[src/regdp_pkg.sv]
// Package of widths, reset values, selector codes and register offsets for the register datapath
package regdp_pkg;
  localparam int DATA_W = 16;
  localparam int BUF_W = 18;
  localparam int PROT_BIT = 16;
  localparam int PAR_BIT = 17;
  localparam int OPC_W = 8;
  localparam int ADDR_W = 15;
  localparam int IRQ_W = 16;
  localparam logic [15:0] WORD_RST = 16'h0000;
  localparam logic [17:0] BUF_RST = 18'h00000;
  localparam logic [7:0] OPC_RST = 8'h00;
  localparam logic [14:0] ADDR_RST = 15'h0000;
  // AXI4-Lite byte offsets
  localparam logic [7:0] OFS_BUF = 8'h00;
  localparam logic [7:0] OFS_XCHG = 8'h04;
  localparam logic [7:0] OFS_OPC = 8'h08;
  localparam logic [7:0] OFS_ADR = 8'h0C;
  localparam logic [7:0] OFS_SADR = 8'h10;
  localparam logic [7:0] OFS_PC = 8'h14;
  localparam logic [7:0] OFS_ACC = 8'h18;
  localparam logic [7:0] OFS_AUX = 8'h1C;
  localparam logic [7:0] OFS_MASK = 8'h20;
  localparam logic [7:0] OFS_PEND = 8'h24;
  localparam logic [7:0] OFS_ALU = 8'h28;
  localparam logic [1:0] RESP_OKAY = 2'h0;
  localparam logic [1:0] RESP_SLVERR = 2'h2;
  // Adder/shifter selectors
  localparam logic [1:0] AUG_ACC = 2'h0;
  localparam logic [1:0] AUG_AUX = 2'h1;
  localparam logic [1:0] AUG_PC = 2'h2;
  localparam logic [1:0] AUG_ZERO = 2'h3;
  localparam logic [1:0] ADD_XCHG = 2'h0;
  localparam logic [1:0] ADD_ADR = 2'h1;
  localparam logic [1:0] ADD_ONE = 2'h2;
  localparam logic [1:0] ADD_ZERO = 2'h3;
  typedef enum logic [2:0] {
    OP_ADD = 3'b000,
    OP_AND = 3'b001,
    OP_XOR = 3'b010,
    OP_SHL = 3'b011,
    OP_SHR = 3'b100,
    OP_PASS = 3'b101
  } alu_op_t;
endpackage : regdp_pkg

[src/cpu_register_datapath.sv]
// Main register set and shared adder/shifter path of the arithmetic and control unit
`timescale 1ns/1ps
// Summary of operation
// - The storage buffer is 18 bits: data in 0..15, protect in bit 16, parity in bit 17.
// - On a memory read the 16 data bits of the storage buffer move into the exchange register.
// - On a memory write the exchange register contents move into the storage buffer.
// - The 16-bit exchange register holds an operand; its top 8 bits load the opcode register.
// - The 8-bit opcode register holds operation and mode bits whose decode steers execution.
// - The 16-bit address register holds the address passed to the storage address register.
// - On multiply and shift the address register and its decrementer count iterations.
// - The address register holds partial addresses, then the final effective address.
// - The 15-bit storage address loads from the address register or an outside requester.
// - An internal storage access selects its address from the address register only.
// - The 15-bit program counter is advanced by one through the adder unless inhibited.
// - The 16-bit principal accumulator is the primary operand and result register.
// - The 16-bit auxiliary accumulator is the secondary operand register.
// - A line is recognised only when its bit in the 16-bit mask is one.
// - The shared adder/shifter carries arithmetic, logic and moves except the decrement and direct register transfers: combine, shift or pass.
// - Adder inputs come from an augend group and an addend group of four sources each.
module cpu_register_datapath
  import regdp_pkg::*;
(
  // Clock and reset
  input wire logic aclk,
  input wire logic aresetn,
  // AXI4-Lite slave
  input wire logic [7:0] s_axi_awaddr,
  input wire logic s_axi_awvalid,
  output logic s_axi_awready,
  input wire logic [31:0] s_axi_wdata,
  input wire logic [3:0] s_axi_wstrb,
  input wire logic s_axi_wvalid,
  output logic s_axi_wready,
  output logic [1:0] s_axi_bresp,
  output logic s_axi_bvalid,
  input wire logic s_axi_bready,
  input wire logic [7:0] s_axi_araddr,
  input wire logic s_axi_arvalid,
  output logic s_axi_arready,
  output logic [31:0] s_axi_rdata,
  output logic [1:0] s_axi_rresp,
  output logic s_axi_rvalid,
  input wire logic s_axi_rready,
  // Transfer strobes from control
  input wire logic mem_read_stb,
  input wire logic mem_write_stb,
  input wire logic opc_load_stb,
  input wire logic sadr_int_stb,
  input wire logic sadr_ext_stb,
  input wire logic adr_dec_stb,
  input wire logic pc_adv_stb,
  input wire logic pc_adv_inhibit,
  // Adder/shifter control
  input wire logic [1:0] aug_sel,
  input wire logic [1:0] add_sel,
  input wire logic [2:0] alu_op,
  input wire logic to_acc_stb,
  input wire logic to_aux_stb,
  input wire logic to_adr_stb,
  input wire logic to_xchg_stb,
  // Core storage side
  input wire logic [17:0] store_rdata,
  input wire logic store_rvalid,
  input wire logic [14:0] ext_addr,
  output logic [17:0] store_wdata,
  output logic [14:0] store_addr,
  // Interrupt lines
  input wire logic [15:0] irq_lines,
  output logic [15:0] irq_recognised,
  output logic irq_any,
  // Status toward control
  output logic [7:0] opcode,
  output logic iter_zero
);
  typedef struct packed {
    logic [17:0] buf_r;
    logic [15:0] xchg;
    logic [7:0] opc;
    logic [15:0] adr;
    logic [14:0] sadr;
    logic [14:0] pc;
    logic [15:0] acc;
    logic [15:0] aux;
    logic [15:0] mask;
    logic [15:0] alu_last;
    logic aw_got;
    logic w_got;
    logic [7:0] aw_addr;
    logic [31:0] w_data;
    logic [3:0] w_strb;
    logic bvalid;
    logic [1:0] bresp;
    logic rvalid;
    logic [31:0] rdata;
    logic [1:0] rresp;
  } state_t;

  state_t st_ff;
  state_t nxt_st;

  function automatic logic [15:0] merge16(input logic [15:0] old, input logic [31:0] d,
                                          input logic [3:0] s);
    merge16 = old;
    if (s[0]) begin
      merge16[7:0] = d[7:0];
    end
    if (s[1]) begin
      merge16[15:8] = d[15:8];
    end
  endfunction : merge16

  function automatic logic map_hit(input logic [7:0] a);
    map_hit = (a <= OFS_ALU) && (a[1:0] == 2'h0);
  endfunction : map_hit

  logic [15:0] augend;
  logic [15:0] addend;
  logic [15:0] alu_out;
  logic wr_fire;
  logic rd_fire;

  // Augend and addend selector groups
  always_comb begin
    unique case (aug_sel)
      AUG_ACC: augend = st_ff.acc;
      AUG_AUX: augend = st_ff.aux;
      AUG_PC: augend = {1'b0, st_ff.pc};
      AUG_ZERO: augend = WORD_RST;
    endcase
    unique case (add_sel)
      ADD_XCHG: addend = st_ff.xchg;
      ADD_ADR: addend = st_ff.adr;
      ADD_ONE: addend = 16'h0001;
      ADD_ZERO: addend = WORD_RST;
    endcase
  end

  // Shared adder/shifter
  always_comb begin
    unique case (alu_op)
      OP_ADD: alu_out = augend + addend;
      OP_AND: alu_out = augend & addend;
      OP_XOR: alu_out = augend ^ addend;
      OP_SHL: alu_out = {augend[14:0], 1'b0};
      OP_SHR: alu_out = {augend[15], augend[15:1]};
      OP_PASS: alu_out = augend | addend;
      default: alu_out = augend;
    endcase
  end

  assign wr_fire = st_ff.aw_got && st_ff.w_got && !st_ff.bvalid;
  assign rd_fire = s_axi_arvalid && s_axi_arready;

  always_comb begin
    nxt_st = st_ff;
    // Storage buffer: read data from core, or data to write from exchange
    if (store_rvalid) begin
      nxt_st.buf_r = store_rdata;
    end else if (mem_write_stb) begin
      nxt_st.buf_r[15:0] = st_ff.xchg;
    end
    // Exchange register
    if (mem_read_stb) begin
      nxt_st.xchg = st_ff.buf_r[15:0];
    end else if (to_xchg_stb) begin
      nxt_st.xchg = alu_out;
    end
    if (opc_load_stb) begin
      nxt_st.opc = st_ff.xchg[15:8];
    end
    // Address register: adder result or iteration decrement
    if (to_adr_stb) begin
      nxt_st.adr = alu_out;
    end else if (adr_dec_stb) begin
      nxt_st.adr = st_ff.adr - 16'h0001;
    end
    // Storage address: internal from address register, else external
    if (sadr_int_stb) begin
      nxt_st.sadr = st_ff.adr[14:0];
    end else if (sadr_ext_stb) begin
      nxt_st.sadr = ext_addr;
    end
    // Program advance through the adder with augend=pc, addend=one
    if (pc_adv_stb && !pc_adv_inhibit) begin
      nxt_st.pc = alu_out[14:0];
    end
    if (to_acc_stb) begin
      nxt_st.acc = alu_out;
    end
    if (to_aux_stb) begin
      nxt_st.aux = alu_out;
    end
    if (to_acc_stb || to_aux_stb || to_adr_stb || to_xchg_stb) begin
      nxt_st.alu_last = alu_out;
    end
    // AXI write channel
    if (s_axi_awvalid && !st_ff.aw_got) begin
      nxt_st.aw_got = 1'b1;
      nxt_st.aw_addr = s_axi_awaddr;
    end
    if (s_axi_wvalid && !st_ff.w_got) begin
      nxt_st.w_got = 1'b1;
      nxt_st.w_data = s_axi_wdata;
      nxt_st.w_strb = s_axi_wstrb;
    end
    if (wr_fire) begin
      nxt_st.aw_got = 1'b0;
      nxt_st.w_got = 1'b0;
      nxt_st.bvalid = 1'b1;
      nxt_st.bresp = map_hit(st_ff.aw_addr) ? RESP_OKAY : RESP_SLVERR;
      unique case (st_ff.aw_addr)
        OFS_ACC: nxt_st.acc = merge16(st_ff.acc, st_ff.w_data, st_ff.w_strb);
        OFS_AUX: nxt_st.aux = merge16(st_ff.aux, st_ff.w_data, st_ff.w_strb);
        OFS_MASK: nxt_st.mask = merge16(st_ff.mask, st_ff.w_data, st_ff.w_strb);
        OFS_PC: nxt_st.pc = 15'(merge16({1'b0, st_ff.pc}, st_ff.w_data, st_ff.w_strb));
        default: ;
      endcase
    end
    if (st_ff.bvalid && s_axi_bready) begin
      nxt_st.bvalid = 1'b0;
    end
    // AXI read channel
    if (rd_fire) begin
      nxt_st.rvalid = 1'b1;
      nxt_st.rresp = map_hit(s_axi_araddr) ? RESP_OKAY : RESP_SLVERR;
      unique case (s_axi_araddr)
        OFS_BUF: nxt_st.rdata = {14'h0000, st_ff.buf_r};
        OFS_XCHG: nxt_st.rdata = {16'h0000, st_ff.xchg};
        OFS_OPC: nxt_st.rdata = {24'h000000, st_ff.opc};
        OFS_ADR: nxt_st.rdata = {16'h0000, st_ff.adr};
        OFS_SADR: nxt_st.rdata = {17'h00000, st_ff.sadr};
        OFS_PC: nxt_st.rdata = {17'h00000, st_ff.pc};
        OFS_ACC: nxt_st.rdata = {16'h0000, st_ff.acc};
        OFS_AUX: nxt_st.rdata = {16'h0000, st_ff.aux};
        OFS_MASK: nxt_st.rdata = {16'h0000, st_ff.mask};
        OFS_PEND: nxt_st.rdata = {16'h0000, irq_lines & st_ff.mask};
        OFS_ALU: nxt_st.rdata = {16'h0000, st_ff.alu_last};
        default: nxt_st.rdata = 32'h00000000;
      endcase
    end else if (st_ff.rvalid && s_axi_rready) begin
      nxt_st.rvalid = 1'b0;
    end
  end

  always_ff @(posedge aclk) begin
    if (!aresetn) begin
      st_ff <= '0;
    end else begin
      st_ff <= nxt_st;
    end
  end

  assign s_axi_awready = !st_ff.aw_got;
  assign s_axi_wready = !st_ff.w_got;
  assign s_axi_bvalid = st_ff.bvalid;
  assign s_axi_bresp = st_ff.bresp;
  assign s_axi_arready = !st_ff.rvalid;
  assign s_axi_rvalid = st_ff.rvalid;
  assign s_axi_rdata = st_ff.rdata;
  assign s_axi_rresp = st_ff.rresp;
  assign store_wdata = st_ff.buf_r;
  assign store_addr = st_ff.sadr;
  assign irq_recognised = irq_lines & st_ff.mask;
  assign irq_any = |irq_recognised;
  assign opcode = st_ff.opc;
  assign iter_zero = (st_ff.adr == WORD_RST);

  // Checks
  AST_READ_MOVE: assert property (@(posedge aclk) disable iff (!aresetn)
    mem_read_stb |=> st_ff.xchg == $past(st_ff.buf_r[15:0]))
    else $error("exchange did not take buffer data");
  AST_WRITE_MOVE: assert property (@(posedge aclk) disable iff (!aresetn)
    mem_write_stb && !store_rvalid |=> store_wdata[15:0] == $past(st_ff.xchg))
    else $error("buffer did not take exchange data");
  AST_OPC_LOAD: assert property (@(posedge aclk) disable iff (!aresetn)
    opc_load_stb |=> opcode == $past(st_ff.xchg[15:8]))
    else $error("opcode not loaded from upper exchange bits");
  AST_ITER_DEC: assert property (@(posedge aclk) disable iff (!aresetn)
    adr_dec_stb && !to_adr_stb |=> st_ff.adr == $past(st_ff.adr) - 16'h0001)
    else $error("iteration count not decremented");
  AST_SADR_INT: assert property (@(posedge aclk) disable iff (!aresetn)
    sadr_int_stb |=> store_addr == $past(st_ff.adr[14:0]))
    else $error("internal access not addressed by address register");
  AST_SADR_EXT: assert property (@(posedge aclk) disable iff (!aresetn)
    sadr_ext_stb && !sadr_int_stb |=> store_addr == $past(ext_addr))
    else $error("external address not taken");
  AST_PC_HOLD: assert property (@(posedge aclk) disable iff (!aresetn)
    pc_adv_inhibit && !wr_fire |=> $stable(st_ff.pc))
    else $error("program counter moved while inhibited");
  AST_MASK: assert property (@(posedge aclk) disable iff (!aresetn)
    irq_any |-> |(irq_lines & st_ff.mask))
    else $error("interrupt recognised on masked line");
  AST_ACC_HOLD: assert property (@(posedge aclk) disable iff (!aresetn)
    !to_acc_stb && !wr_fire |=> $stable(st_ff.acc))
    else $error("accumulator changed without strobe");
  AST_BUF_LOAD: assert property (@(posedge aclk) disable iff (!aresetn)
    store_rvalid |=> store_wdata == $past(store_rdata))
    else $error("buffer did not take the core word");
  AST_FLAG_KEEP: assert property (@(posedge aclk) disable iff (!aresetn)
    mem_write_stb && !store_rvalid |=> store_wdata[17:16] == $past(store_wdata[17:16]))
    else $error("protect or parity bit changed on a data write");
  AST_ADR_LOAD: assert property (@(posedge aclk) disable iff (!aresetn)
    to_adr_stb |=> st_ff.adr == $past(alu_out))
    else $error("address register did not take adder result");
  AST_PC_ADV: assert property (@(posedge aclk) disable iff (!aresetn)
    pc_adv_stb && !pc_adv_inhibit && !wr_fire && aug_sel == AUG_PC && add_sel == ADD_ONE
    && alu_op == OP_ADD |=> st_ff.pc == $past(st_ff.pc) + 15'h0001)
    else $error("program counter not advanced by one");
  AST_ACC_LOAD: assert property (@(posedge aclk) disable iff (!aresetn)
    to_acc_stb && !wr_fire |=> st_ff.acc == $past(alu_out))
    else $error("accumulator did not take adder result");
  AST_AUX_LOAD: assert property (@(posedge aclk) disable iff (!aresetn)
    to_aux_stb && !wr_fire |=> st_ff.aux == $past(alu_out))
    else $error("auxiliary register did not take adder result");
  AST_XCHG_LOAD: assert property (@(posedge aclk) disable iff (!aresetn)
    to_xchg_stb && !mem_read_stb |=> st_ff.xchg == $past(alu_out))
    else $error("exchange register did not take adder result");
  AST_PASS_PATH: assert property (@(posedge aclk) disable iff (!aresetn)
    alu_op == OP_PASS && add_sel == ADD_ZERO |-> alu_out == augend)
    else $error("pass path altered the operand");
  AST_RDATA_HOLD: assert property (@(posedge aclk) disable iff (!aresetn)
    s_axi_rvalid && !s_axi_rready |=> s_axi_rvalid && $stable(s_axi_rdata))
    else $error("read answer dropped or changed before taken");
  AST_BRESP_HOLD: assert property (@(posedge aclk) disable iff (!aresetn)
    s_axi_bvalid && !s_axi_bready |=> s_axi_bvalid && $stable(s_axi_bresp))
    else $error("write answer dropped or changed before taken");

  // Main scenarios
  COV_READ: cover property (@(posedge aclk) mem_read_stb ##1 opc_load_stb);
  COV_PC: cover property (@(posedge aclk) pc_adv_stb && !pc_adv_inhibit);
  COV_AXI_W: cover property (@(posedge aclk) s_axi_bvalid && s_axi_bready);
  COV_ITER: cover property (@(posedge aclk) adr_dec_stb ##1 iter_zero);
  COV_SADR_EXT: cover property (@(posedge aclk) sadr_ext_stb && !sadr_int_stb);
endmodule : cpu_register_datapath

[config.mk]
export PLATFORM = sky130hd
export DESIGN_NAME = cpu_register_datapath
export DESIGN_NICKNAME = d
export VERILOG_FILES = /design/src/regdp_pkg.sv /design/src/cpu_register_datapath.sv
export SDC_FILE = /design/constraint.sdc
export NUM_CORES = 1
export LEC_CHECK = 0
export BUFFER_PORTS_ARGS = -buffer_cell sky130_fd_sc_hd__buf_2
export CAP_MARGIN = 30
export CORE_ASPECT_RATIO = 1.2
export CORE_MARGIN = 2
export CORE_UTILIZATION = 50
export CTS_BUF_LIST = sky130_fd_sc_hd__clkbuf_8
export CTS_CLUSTER_DIAMETER = 200
export CTS_CLUSTER_SIZE = 16
export DETAILED_ROUTE_END_ITERATION = 6
export PLACE_DENSITY = 0.73
export SLEW_MARGIN = 20
export SYNTH_ARGS = -nofsm -noshare
export SYNTH_HDL_FRONTEND = slang
export SYNTH_SLANG_ARGS = --single-unit
[constraint.sdc]
create_clock -name aclk -period 5.3 [get_ports aclk]
set_input_delay 0.53 -clock aclk [delete_from_list [all_inputs] [get_ports aclk]]
set_output_delay 0.53 -clock aclk [all_outputs]
set_load 0.01 [all_outputs]
==> impl_metrics.py <==
metrics = {
    "critical_path": {
        "cp-end-kind": "register",
        "crit_arrival_ns": 4.67,
        "critPathMaxFanout": 18,
        "setup.worst_path.class": "input pin to register",
        "cp.required_ns": 5.70,
        "reg2regPathDepth": 11,
        "cp-start-kind": "input pin",
    },
    "synthesis": {
        "async_flop_share_pct": 0,
        "syn_area_per_cell_um2": 7.77,
        "ys_seq_area_share_pct": 32.8,
        "synth_seq_cells": 202,
        "synth_area_um2": 12300,
        "synthCells": 1587,
        "synthFlopType": "dfxtp_1",
        "synth_edf_count": 0,
        "synth_cell_types": 79,
        "synth_warnings": 0,
    },
    "drt": {
        "antenna_left": 0,
        "vias_per_cell": 6.38,
        "drt_iter0_drc": 1439,
        "dr.pass1.iters": 5,
        "vias": 12600,
        "routed_wl_um": 45200,
        "wl_per_cell_um": 22.9,
        "drcViolationCount": 0,
    },
    "sta": {
        "tightest_slew_ns": 0.933,
        "hold_viol": 0,
        "period_minus_slack_ns": 4.27,
        "max-slew-margin-rel_pct": 37.4,
        "clock_skew_ns": 0.0392,
        "finalCritPeriodShare_pct": 80.5,
        "finalMaxSlewViolations": 0,
        "setup_tns_ns": 0,
        "setup_viol": 0,
        "fmax_ghz": 0.234,
        "grt_setup_unrepaired": "no",
    },
    "run_status": {
        "outcome": "completed",
    },
    "power": {
        "p_clk_share_pct": 25.1,
        "p_switching_mw": 1.07,
        "sw_frac_of_total_pct": 33.2,
        "p_comb_share_pct": 21.0,
        "leakagePower_nw": 5.52,
        "power_frac_seq_pct": 54.0,
        "power_mw": 3.21,
        "vdd_ir_drop_max_mv": 0.199,
        "power_density_nw_per_um2": 244,
        "internal_power_mw": 2.15,
    },
    "global_route": {
        "grt-ovfl-total": 0,
        "grt_pass1_vias": 11500,
        "grt_max_degree": 79,
        "grt_pass1_wl_um": 67000,
        "antenna_found_initial": 0,
        "track_usage_pct": 33.3,
    },
    "layout": {
        "final_common_cell": "dfxtp_1",
        "diodes": 0,
        "area_growth_pct": 7.12,
        "seqCellArea_um2": 4040,
        "multi_input_area_um2": 7150,
        "final_area_um2": 13200,
        "drive_above_1_share_pct": 15.7,
        "nFillCells": 2324,
        "fin_nets": 1809,
        "final_cell_mix": "dfxtp_1, buf_2, nor2_1",
    },
    "clocking": {
        "clockBufferDepth": 3,
        "ctsResizeCount": 0,
        "clk_pin_slew_worst_paths_ns": 0.10,
        "h-tree-depth": 1,
        "clk_latency_ns": 0.54,
        "cts_tree": "yes",
        "cts_buffers": 16,
        "cts_setup_buffers": 0,
        "clock_sink_count": 202,
        "cts_root_buf": "clkbuf_8",
        "cts-hold-fix-buffers": 0,
    },
    "worst_hold_path": {
        "hp-class": "input pin to register",
        "min_path_cells": 2,
    },
    "die": {
        "num_rows": 62,
        "placeableCoreArea_um2": 24000,
        "start_util_pct": 51.2,
        "pin_count": 228,
        "die-area_um2": 25900,
        "die_x_um": 147,
        "die_y_um": 176,
    },
    "flow_run": {
        "drv_cap": 0,
    },
    "place": {
        "dpl.hpwl_um": 33400,
        "io_buffers": 193,
        "placed_cell_area_um2": 13000,
        "place_congestion": 0.973,
    },
}
power by group through the flow:
stage	logic [mW]	clock network, mW	registers, mW
after floorplan	0.479	0	1.70
after global placement	0.649	0	1.76
after detailed placement	0.659	0	1.76
after CTS	0.661	0.813	1.72
after global routing	0.729	0.863	1.74
final	0.674	0.806	1.73
per-stage QoR:
stage	util, %	setup WS [ns]	std cells	hold slack (ns)
final	54.9	1.03	1972	0.174
after global routing	54.9	0.866	1972	0.173
after CTS	54.9	1.15	1972	0.162
after detailed placement	53.9	0.598	1954	0.445
after global placement	53.8	0.618	1952	0.440
after floorplan	-	1.72	1602	0.432
cells by family after synthesis:
group,count (synthesis),share of synthesized area (%)
xor gates and xnor gates,16,1.14
other,1,0.0304
adders and majority gates,29,2.94
buffers and inverters,240,9.86
muxes,101,8.26
DFF,202,32.8
AOI/OAI and AO/OA,474,25.4
and+or+nand+nor,524,19.6
critical path: stages:
cell and delay, ns:
buf_2 0.46, mux2i_1 0.20, o2bb2ai_1 0.68, inv_1 0.15, ha_1 0.41, and4_1 0.27
nor4b_1 0.16, or4b_1 0.68, nor4b_1 0.21, or3_1 0.63, a21oi_2 0.22, nor2_1 0.05
synth_stat cells (29+ instances only):
cell type | n | area share, %
mux2i_1 | 98 | 8.0
buf_4 | 78 | 4.8
a21oi_1 | 171 | 6.9
dfxtp_1 | 202 | 33
a22oi_1 | 37 | 2.3
nand3_1 | 34 | 1.4
o221ai_1 | 49 | 3.5
nand2_1 | 162 | 4.9
inv_1 | 50 | 1.5
ha_1 | 29 | 2.9
o21ai_0 | 66 | 2.7
clkbuf_1 | 95 | 2.9
nor2_1 | 187 | 5.7
layout make-up:
class                   instances  area share [%]
clock buffers                  17            1.77
clock inverters                 1          0.0664
inverters                      54            1.55
multi-input cells            1160            54.2
flip-flops and latches        202            30.6
well taps                     320            3.03
repair buffers                218            8.77
final timing paths:
kind / start / endpoint / slack (ns)
worst max register to register: st_ff[138]$_SDFFE_PN0P_ / st_ff[188]$_SDFFE_PN0P_ / 1.16
worst max-delay path: aug_sel[1] / st_ff[188]$_SDFFE_PN0P_ / 1.03
worst min-delay path: s_axi_rready / s_axi_rvalid$_SDFFE_PN0P_ / 0.17
worst min register to register: s_axi_rdata[16]$_SDFFE_PN0P_ / s_axi_rdata[16]$_SDFFE_PN0P_ / 0.46
state kept, by name (all words and copies together), names as in the netlist:
name	count
st_ff	139
opcode	8
store_addr	15
s_axi_rdata	18
s_axi_bresp	1
s_axi_rvalid	1
s_axi_bvalid	1
store_wdata	18
s_axi_rresp	1
metal layers:
layer,global-route usage [%],vias up,wire [um]
met4,20.9,0,3220
met3,5.68,153,4450
li1,-,5760,-
met2,51.8,722,19800
met5,0,-,0
met1,43.0,5950,17700
Note: power is estimated with default switching activity, not from simulation.
